### src/tsl_pkg.sv
/*
  Constants for the turn signal lamp logic: timing of the periodic
  evaluation tick, the blink divider and reset values.
  Assumes a 10 MHz system clock.
*/
package tsl_pkg;
  // System clock
  localparam int CLK_HZ          = 10_000_000;
  // Evaluation tick period in microseconds
  localparam int TICK_US         = 4096;
  localparam int TICK_CYCLES     = (CLK_HZ / 1_000_000) * TICK_US;
  localparam int TICK_W          = 16;
  localparam logic [TICK_W-1:0] TICK_LAST = TICK_W'(TICK_CYCLES - 1);
  // Divider reload; top bit gives about 0.999 s period
  localparam int DIV_W           = 8;
  localparam logic [DIV_W-1:0] DIV_RELOAD = 8'hF4;
  localparam logic [DIV_W-1:0] DIV_RESET  = 8'h00;
  localparam int FAST_BIT        = 0;
  localparam int SLOW_BIT        = 7;
  localparam int SYNC_STAGES     = 2;
endpackage : tsl_pkg

### src/tsl_sync.sv
/*
  Two flip-flop synchroniser for one switch input.
  Assumes the input is asynchronous to clk.
*/
`timescale 1ns/10ps
module tsl_sync (
  input  wire logic clk,    // System clock
  input  wire logic rstn,   // Synchronised active low reset
  input  wire logic d,      // Asynchronous level
  output logic      q       // Synchronised level
);
  import tsl_pkg::*;
  logic meta;
  always_ff @(posedge clk or negedge rstn)
  begin
    if (!rstn)
    begin
      meta <= 1'b0;
      q    <= 1'b0;
    end
    else
    begin
      meta <= d;
      q    <= meta;
    end
  end
endmodule : tsl_sync

### src/tsl_top.sv
/*
  Turn signal lamp logic: five active high switches in, six lamps out.
  Assumes switches are raw contacts, so each is synchronised first.
*/
`timescale 1ns/10ps
module tsl_top
  import tsl_pkg::*;
(
  input  wire logic clk,              // 10 MHz system clock
  input  wire logic rstn,             // Async active low reset
  input  wire logic left_turn,        // Turn lever down
  input  wire logic right_turn,       // Turn lever up
  input  wire logic brake,            // Brake pedal pressed
  input  wire logic hazard,           // Emergency switch on
  input  wire logic parking,          // Parking lights on
  output logic      left_front_lamp,  // Left front bulb
  output logic      right_front_lamp, // Right front bulb
  output logic      left_rear_lamp,   // Left rear bulb
  output logic      right_rear_lamp,  // Right rear bulb
  output logic      left_dash_lamp,   // Left dashboard indicator
  output logic      right_dash_lamp   // Right dashboard indicator
);
  import tsl_pkg::*;

  logic              rst_meta;
  logic              rst_n;
  logic [4:0]        raw_in;
  logic [4:0]        sync_in;
  logic [TICK_W-1:0] tick_cnt;
  logic [DIV_W-1:0]  sub_div;

  always_ff @(posedge clk or negedge rstn)
  begin
    if (!rstn)
    begin
      rst_meta <= 1'b0;
      rst_n    <= 1'b0;
    end
    else
    begin
      rst_meta <= 1'b1;
      rst_n    <= rst_meta;
    end
  end

  assign raw_in = {parking, hazard, brake, right_turn, left_turn};

  genvar gi;
  generate
    for (gi = 0; gi < 5; gi++)
    begin : g_sync
      tsl_sync u_sync (
        .clk  (clk),
        .rstn (rst_n),
        .d    (raw_in[gi]),
        .q    (sync_in[gi])
      );
    end
  endgenerate

  wire s_left    = sync_in[0];
  wire s_right   = sync_in[1];
  wire s_brake   = sync_in[2];
  wire s_hazard  = sync_in[3];
  wire s_parking = sync_in[4];

  // Tick every 4.096 ms: about 244 updates per second, far above flicker
  wire tick = (tick_cnt == TICK_LAST);

  always_ff @(posedge clk or negedge rst_n)
  begin
    if (!rst_n)
      tick_cnt <= '0;
    else if (tick)
      tick_cnt <= '0;
    else
      tick_cnt <= tick_cnt + 1'b1;
  end

  // Count down, reload at one: 244 ticks per slow period
  wire [DIV_W-1:0] next_sub_div = (sub_div <= 8'h01) ? DIV_RELOAD
                                                     : sub_div - 1'b1;

  always_ff @(posedge clk or negedge rst_n)
  begin
    if (!rst_n)
      sub_div <= DIV_RESET;
    else if (tick)
      sub_div <= next_sub_div;
  end

  wire fast_square_wave = sub_div[FAST_BIT];
  wire slow_square_wave = sub_div[SLOW_BIT];

  wire glow_term  = s_parking & fast_square_wave;
  // Turn or hazard selects the side, slow wave does the blinking
  wire left_sel   = s_left | s_hazard;
  wire right_sel  = s_right | s_hazard;
  wire left_blk   = left_sel & slow_square_wave;
  wire right_blk  = right_sel & slow_square_wave;
  // Brake steady on rear unless a turn goes toward that side
  wire left_stdy  = s_brake & ~s_left;
  wire right_stdy = s_brake & ~s_right;
  // Blink is masked off when steady, which also blocks hazard there
  wire next_lf = left_blk | glow_term;
  wire next_rf = right_blk | glow_term;
  wire next_lr = left_stdy | (left_blk & ~left_stdy) | glow_term;
  wire next_rr = right_stdy | (right_blk & ~right_stdy) | glow_term;
  wire next_ld = left_blk;
  wire next_rd = right_blk;

  // Outputs latch on each tick only, like a periodic software update
  always_ff @(posedge clk or negedge rst_n)
  begin
    if (!rst_n)
    begin
      left_front_lamp  <= 1'b0;
      right_front_lamp <= 1'b0;
      left_rear_lamp   <= 1'b0;
      right_rear_lamp  <= 1'b0;
      left_dash_lamp   <= 1'b0;
      right_dash_lamp  <= 1'b0;
    end
    else if (tick)
    begin
      left_front_lamp  <= next_lf;
      right_front_lamp <= next_rf;
      left_rear_lamp   <= next_lr;
      right_rear_lamp  <= next_rr;
      left_dash_lamp   <= next_ld;
      right_dash_lamp  <= next_rd;
    end
  end

  AST_DASH_NO_GLOW: assert property (@(posedge clk) disable iff (!rst_n)
    (tick && !slow_square_wave) |=> (!left_dash_lamp && !right_dash_lamp))
    else $error("dash lamp lit while slow wave low");

  AST_BRAKE_STEADY: assert property (@(posedge clk) disable iff (!rst_n)
    (tick && s_brake && !s_left) |=> left_rear_lamp)
    else $error("left rear not steady under brake");

  AST_TURN_BLINK_REAR: assert property (@(posedge clk) disable iff (!rst_n)
    (tick && s_right && !s_parking) |=> (right_rear_lamp == $past(slow_square_wave)))
    else $error("right rear not following slow wave on turn");

  AST_FRONT_NO_BRAKE: assert property (@(posedge clk) disable iff (!rst_n)
    (tick && !s_left && !s_hazard && !s_parking) |=> !left_front_lamp)
    else $error("left front lit without turn, hazard or parking");

  AST_HAZARD_FRONT: assert property (@(posedge clk) disable iff (!rst_n)
    (tick && s_hazard && slow_square_wave) |=> (left_front_lamp && right_front_lamp))
    else $error("hazard did not light both fronts");

  AST_GLOW: assert property (@(posedge clk) disable iff (!rst_n)
    (tick && s_parking && fast_square_wave) |=> (left_rear_lamp && right_front_lamp))
    else $error("glow missing on exterior lamp");

  AST_HOLD: assert property (@(posedge clk) disable iff (!rst_n)
    !tick |=> $stable(left_rear_lamp))
    else $error("lamp changed between ticks");

  AST_DIV_RELOAD: assert property (@(posedge clk) disable iff (!rst_n)
    (tick && sub_div == 8'h01) |=> (sub_div == DIV_RELOAD))
    else $error("divider did not reload with 244");

  AST_TICK_SPACING: assert property (@(posedge clk) disable iff (!rst_n)
    tick |=> !tick)
    else $error("tick too frequent");

  // Mirrors of the checks above for the other side or other lamps
  AST_LEFT_TURN_REAR: assert property (@(posedge clk) disable iff (!rst_n)
    (tick && s_left && !s_parking) |=> (left_rear_lamp == $past(slow_square_wave)))
    else $error("left rear not following slow wave on turn");

  AST_TURN_DASH: assert property (@(posedge clk) disable iff (!rst_n)
    (tick && s_right) |=> (right_dash_lamp == $past(slow_square_wave)))
    else $error("right dash not following slow wave on turn");

  AST_HAZARD_DASH: assert property (@(posedge clk) disable iff (!rst_n)
    (tick && s_hazard && slow_square_wave) |=> (left_dash_lamp && right_dash_lamp))
    else $error("hazard did not light both dash lamps");

  AST_RIGHT_BRAKE_STEADY: assert property (@(posedge clk) disable iff (!rst_n)
    (tick && s_brake && !s_right) |=> right_rear_lamp)
    else $error("right rear not steady under brake");

  AST_DASH_NO_BRAKE: assert property (@(posedge clk) disable iff (!rst_n)
    (tick && !s_right && !s_hazard) |=> !right_dash_lamp)
    else $error("right dash lit without turn or hazard");

  AST_GLOW_BOTH: assert property (@(posedge clk) disable iff (!rst_n)
    (tick && glow_term) |=> (left_front_lamp && right_rear_lamp))
    else $error("glow missing on left front or right rear");

  AST_IDLE_DARK: assert property (@(posedge clk) disable iff (!rst_n)
    (tick && !s_left && !s_hazard && !s_brake && !s_parking) |=> !left_rear_lamp)
    else $error("left rear lit with all switches off");

  // Checked at release, so the reset branch itself is covered
  AST_RESET_DARK: assert property (@(posedge clk)
    $rose(rst_n) |-> (!left_front_lamp && !right_front_lamp && !left_rear_lamp
                      && !right_rear_lamp && !left_dash_lamp && !right_dash_lamp))
    else $error("lamp lit at reset release");

  AST_TICK_WRAP: assert property (@(posedge clk) disable iff (!rst_n)
    tick |=> (tick_cnt == '0))
    else $error("tick counter did not wrap");
endmodule : tsl_top
### config.mk
export PLATFORM = sky130hd
export DESIGN_NAME = tsl_top
export DESIGN_NICKNAME = d
export VERILOG_FILES = /design/src/tsl_pkg.sv /design/src/tsl_sync.sv /design/src/tsl_top.sv
export SDC_FILE = /design/constraint.sdc
export NUM_CORES = 1
export LEC_CHECK = 0
export ABC_AREA = 1
export BUFFER_PORTS_ARGS = -buffer_cell sky130_fd_sc_hd__buf_2
export CAP_MARGIN = 5
export CORE_ASPECT_RATIO = 0.5
export CORE_UTILIZATION = 53
export DETAILED_ROUTE_END_ITERATION = 16
export PLACE_DENSITY = 0.78
export SLEW_MARGIN = 20
export SYNTH_ARGS = -nofsm -noshare
export SYNTH_HDL_FRONTEND = slang
export SYNTH_SLANG_ARGS = --single-unit
### constraint.sdc
create_clock -name clk -period 1.3 [get_ports clk]
set_input_delay 0.13 -clock clk [delete_from_list [all_inputs] [get_ports clk]]
set_output_delay 0.13 -clock clk [all_outputs]
set_load 0.02 [all_outputs]
==> results of run 1 <==
==> layout make-up <==
type	instances	share of cell area
Clock buffer	5	0.0279
Clock inverter	3	0.00963
Inverter	28	0.0436
Multi-Input combinational cell	158	0.335
Timing Repair Buffer	44	0.133
Tap cell	51	0.0258
Sequential cell	42	0.426
==> per-layer routing <==
| layer | GRT usage | part of all wire | routed length (um) | up-vias |
|---|---|---|---|---|
| li1 | - | - | - | 806 |
| met1 | 0.284 | 0.46 | 1870 | 773 |
| met3 | 0.0585 | 0.041 | 168 | 12 |
| met2 | 0.400 | 0.47 | 1940 | 43 |
| met5 | 0 | 0 | 0 | - |
| met4 | 0.118 | 0.026 | 106 | 0 |
==> logic make-up (layout without fill, tap and decap cells) <==
group / after synthesis / in the layout / synth area share
xor gates and xnor gates: 8 / 8 / 0.0358
other: 1 / 1 / 0.00191
DFF: 42 / 42 / 0.536
and+or+nand+nor: 127 / 127 / 0.271
adders and majority gates: 3 / 3 / 0.0192
buffers and inverters: 31 / 80 / 0.0722
AOI/OAI and AO/OA: 19 / 19 / 0.0632
==> path summary, 6_finish.rpt <==
path	from	end	slack, ps	cells past startpoint
max in group asynchronous	rst_n	left_rear_lamp	650	1
hold reg to reg	rst_n	tick_cnt[3]	320	1
min in group clk	g_sync[1].u_sync.meta	g_sync[1].u_sync.q	350	0
setup reg to reg	tick_cnt[0]	right_rear_lamp	-90	9
setup / recovery	tick_cnt[0]	right_rear_lamp	-90	9
hold / removal	rstn	rst_n	190	2
==> layout by cell type, fill, tap and decap left out, types with 2 or more instances in the layout <==
cell	instances
buf_4	25
nand2_4	2
dfrtp_1	42
dlygate4sd3_1	6
clkbuf_8	5
or2_2	2
nand2_1	62
a21oi_1	2
o21ai_0	8
o21ai_2	6
clkinvlp_4	2
nor2_1	31
nand3_2	3
nand2_2	3
nand3_1	15
nand4_1	2
buf_2	12
xor2_1	7
inv_1	25
nor2_2	6
o21bai_1	2
inv_2	2
==> flip-flops by register name (all words and copies together), names as in the netlist <==
| name | count |
|---|---|
| left_dash_lamp | 1 |
| rst_n | 1 |
| sub_div | 8 |
| g_sync.u_sync.meta | 5 |
| right_dash_lamp | 1 |
| left_rear_lamp | 1 |
| left_front_lamp | 1 |
| tick_cnt | 16 |
| rst_meta | 1 |
| right_front_lamp | 1 |
| right_rear_lamp | 1 |
| g_sync.u_sync.q | 5 |
==> what timing repair did <==
item,CTS,global route
gates resized for setup,5,9
hold endpoints to repair,7,0
hold buffers,6,0
buffers inserted,3,0
setup endpoints to repair,22,28
pin swaps,1,0
==> power groups by stage <==
stage / registers [mW] / logic [mW] / clock network (mW)
floorplan: 1.37 / 0.00414 / 0
global route: 1.33 / 0.0634 / 0.937
CTS: 1.33 / 0.0547 / 0.892
detailed placement: 1.36 / 0.0405 / 0
global placement: 1.36 / 0.0394 / 0
finish: 1.33 / 0.0555 / 0.874
==> per-stage QoR <==
step | instances | setup WS (ps) | cell area [sq um] | hold slack, ps
floorplan | 231 | -21.8 | 1970 | -166
global placement | 314 | -58.1 | 2240 | -85.2
finish | 331 | -92.6 | 2470 | 190
CTS | 331 | -67.8 | 2430 | 126
global route | 331 | -154 | 2470 | 211
detailed placement | 314 | -83.4 | 2240 | -84.5
==> results.py, run 1 <==
metrics = {
    "outcome": {
        "status": "finished with violations",
        "violations": "negative setup slack",
    },
    "die": {
        "die_y_um": 45.0,
        "dieArea_sq_mm": 0.00396,
        "initial_core_util": 0.561,
        "coreArea_sq_mm": 0.00349,
        "rows": 15,
        "die_w_um": 88.0,
        "ios": 13,
    },
    "final_layout": {
        "drive_above_1_share": 0.268,
        "multiInputGateArea_sq_um": 827,
        "nNetsFinal": 289,
        "regArea_sq_mm": 0.00105,
        "n_fill_cell": 257,
        "utilization": 0.708,
        "syn2layout_area_growth_pct": 26.1,
        "antenna_cells": 0,
    },
    "cts": {
        "cts_htree_levels": 2,
        "root_buffer": "clkbuf_8",
        "cts-buffers-inserted": 5,
        "clkTransAtPathRegs_ps": 80,
        "cts_tree": "done",
        "clockBufferDepth": 2,
        "clock-sinks": 42,
        "worstSkewPairLatency_ps": 300,
    },
    "place": {
        "dp_hpwl_um": 2730,
        "gp_congestion": 0.805,
        "io_buffers": 12,
    },
    "sta": {
        "final_hold_viol_count": 0,
        "fin_worst_skew_ps": 1.51,
        "setup_violations": 25,
        "fmax_mhz": 718,
        "fin_crit_sh": 1.07,
        "rsz0062_at_grt": "yes",
        "fin_crit_ps": 1390,
        "fin_ws_ps": -92.6,
        "slew_violations": 0,
        "setup_tns_ps": -1250,
    },
    "yosys": {
        "yosys-top-cells-area": "dfrtp_1, nand2_1, nor2_1",
        "seq_area_frac_synth": 0.536,
        "syn-num-nets": 241,
        "yosysWarnings": 0,
        "yosys.area.top_type_share": 0.536,
        "synth_area_sq_mm": 0.00196,
        "synth.most_common_cell": "nand2_1",
        "async_reset_ff_frac": 1.00,
        "synth-edff-count": 0,
        "synth_common_cells": "nand2_1, dfrtp_1, nor2_1, inv_1, nand3_1",
        "syn_avg_cell_area_sq_um": 8.48,
        "ys_ff_latch": 42,
        "synthCells": 231,
        "synth_flop_cell": "dfrtp_1",
        "yosysTopAreaCell": "dfrtp_1",
        "synth_cell_types": 25,
    },
    "grt": {
        "grt_pass1_vias": 1534,
        "grt_pass1_wl_um": 6710,
        "grt_max_degree": 41,
        "antenna_found_initial": 0,
        "gr-total-overflow": 0,
        "track_usage": 0.234,
    },
    "hold_path": {
        "min_path_type": "in2async",
    },
    "detailed_routing": {
        "drtIter0Drc": 63,
        "wl_per_cell_um": 12.3,
        "drc": 0,
        "num_vias": 1634,
        "drtAntennaViolNets": 0,
        "drt-pass1-iter-count": 5,
        "wl_um": 4080,
        "vias_per_cell": 4.94,
    },
    "power_and_ir_drop": {
        "power_switching_share": 0.235,
        "total_power_mw": 2.26,
        "clockPowerShare": 0.387,
        "peakVddDrop_uv": 480,
        "seqPwrFrac": 0.589,
        "pwr-share-comb": 0.025,
        "powerDensity_mw_per_mm2": 915,
        "p_switching_mw": 0.531,
        "p_leak_nw": 1.33,
        "internal_power_mw": 1.73,
    },
    "worst_setup_path": {
        "cp_top_family": "simple AND/OR/NAND/NOR gates",
        "crit_arrival_ps": 1590,
        "crit_type": "reg2reg",
        "cpMostUsedCell": "nand2_4",
        "crit_required_ps": 1500,
        "cp_slowest_stage_delay_ps": 370,
        "start_kind": "flop",
        "worst_path_max_delay_cell": "dfrtp_1",
        "cp_num_buf_inv": 2,
        "cp_max_fo": 18,
        "critPathCaptureType": "flop",
        "crit_chain": "ha_2 > nand2_2 > nor2_4 > nand2_4 > inv_2 > nand2_4 > buf_12 > nand2_1 > o21ai_2",
    },
    "flow_run": {
        "drv_cap": 0,
    },
}
(Power assumes the default switching activity.)
==> run 2, diff against run 1 <==
- RECOVER_POWER: not set -> 25
==> results.py, run 2 (synthesis results as in run 1) <==
metrics = {
    "grt": {
        "track_usage": 0.234,
        "grt_pass1_vias": 1534,
        "gr-total-overflow": 0,
        "antenna_found_initial": 0,
        "grt_pass1_wl_um": 6710,
        "grt_max_degree": 41,
    },
    "die": {
        "rows": 15,
        "ios": 13,
        "die_y_um": 45.0,
        "dieArea_sq_mm": 0.00396,
        "coreArea_sq_mm": 0.00349,
        "die_w_um": 88.0,
        "initial_core_util": 0.561,
    },
    "cts": {
        "cts_htree_levels": 2,
        "clkTransAtPathRegs_ps": 80,
        "clockBufferDepth": 2,
        "cts-buffers-inserted": 5,
        "cts_tree": "done",
        "root_buffer": "clkbuf_8",
        "clock-sinks": 42,
        "worstSkewPairLatency_ps": 300,
    },
    "sta": {
        "fin_ws_ps": -90.7,
        "fin_crit_sh": 1.07,
        "setup_violations": 25,
        "fin_crit_ps": 1390,
        "fin_worst_skew_ps": 1.51,
        "rsz0062_at_grt": "yes",
        "setup_tns_ps": -1210,
        "max-slew-margin-rel": 0.374,
        "fmax_mhz": 719,
        "max_slew.worst_pin.slew_ps": 940,
        "worst_hold_slack_ps": 200,
        "final_hold_viol_count": 0,
        "slew_violations": 0,
    },
    "detailed_routing": {
        "num_vias": 1638,
        "vias_per_cell": 4.95,
        "wl_per_cell_um": 12.3,
        "wl_um": 4080,
        "drc": 0,
        "drtIter0Drc": 63,
        "drtAntennaViolNets": 0,
        "drt-pass1-iter-count": 5,
    },
    "worst_setup_path": {
        "crit_type": "reg2reg",
        "crit_required_ps": 1500,
        "reg2reg_depth": 9,
        "crit_arrival_ps": 1590,
        "start_kind": "flop",
        "cp_max_fo": 18,
        "critPathCaptureType": "flop",
        "r2r_slack_ps": -90,
    },
    "final_layout": {
        "largest_reg_flops": 16,
        "top_register": "tick_cnt",
        "final_common_cell": "nand2_1",
        "stdcell_count": 331,
        "syn2layout_area_growth_pct": 25.8,
        "mostFrequentLayoutCells": "nand2_1, dfrtp_1, nor2_1, inv_1, buf_4",
        "fin_area_sq_mm": 0.00246,
        "nNetsFinal": 289,
        "antenna_cells": 0,
        "drive_above_1_share": 0.261,
        "reg_top3": "tick_cnt (16), sub_div (8)",
    },
    "flow_run": {
        "drv_cap": 0,
    },
    "place": {
        "io_buffers": 12,
        "dp_hpwl_um": 2730,
        "gp_congestion": 0.805,
        "place_area_sq_mm": 0.00224,
        "place_ws_ps": -83.4,
        "dp.cells": 314,
    },
    "power_and_ir_drop": {
        "peakVddDrop_uv": 479,
        "powerDensity_mw_per_mm2": 916,
        "p_leak_nw": 1.33,
    },
    "hold_path": {
        "min_path_type": "in2async",
    },
    "outcome": {
        "status": "finished with violations",
        "violations": "negative setup slack",
    },
}
run 2: changes by cell type in the layout (fill, tap and decap cells not counted), sizes merged:
cell    delta
clkbuf     +3
buf        -3
run 2: path summary, 6_finish.rpt:
check	start	to
max in group asynchronous	rst_n	left_rear_lamp
hold reg to reg	g_sync[1].u_sync.meta	g_sync[1].u_sync.q
min in group clk	g_sync[1].u_sync.meta	g_sync[1].u_sync.q
setup reg to reg	tick_cnt[0]	right_rear_lamp
setup / recovery	tick_cnt[0]	right_rear_lamp
hold / removal	rstn	rst_n
run 2: timing repair:
action,in CTS,in global routing
endpoints found under the setup margin,22,28
gates resized for setup,5,9
hold buffers,6,0
hold endpoints to repair,7,0
buffers inserted,3,0
pin swaps,1,0
run 2: final cells by class:
class	count	area (sq um)
clock buffer	5	68.8
inverter	28	108
multi-input combinational	158	827
sequential	42	1050
tap	51	63.8
fill	259	1030
timing repair buffer	44	323
clock inverter	3	23.8
run 2: stage by stage:
stage | power [mW] | utilization
2_1_floorplan | 1.38 | -
3_3_place_gp | 1.40 | 0.642
3_5_place_dp | 1.40 | 0.642
4_1_cts | 2.28 | 0.695
5_1_grt | 2.33 | 0.706
6_report | 2.26 | 0.706
run 2: metal layers:
layer | global-route usage | routed length, um | vias up
met5 | 0 | 0 | -
met4 | 0.118 | 106 | 0
met3 | 0.0585 | 203 | 12
met2 | 0.400 | 1930 | 46
met1 | 0.284 | 1850 | 776
li1 | - | - | 804
run 2: power breakdown:
group / total (mW) / internal (mW) / leakage, nW / switching [mW]
Combinational: 0.0536 / 0.0199 / 0.737 / 0.0337
Clock: 0.874 / 0.384 / 0.0408 / 0.490
Sequential: 1.33 / 1.32 / 0.549 / 0.00697
Total: 2.26 / 1.73 / 1.33 / 0.531
run 2: worst max-delay path, stage by stage, from the launching register on:
cell	delay, ps
dfrtp_1	360
ha_2	200
nand2_2	70
nor2_4	130
nand2_4	80
inv_2	70
nand2_4	70
buf_12	170
nand2_1	80
o21ai_2	50
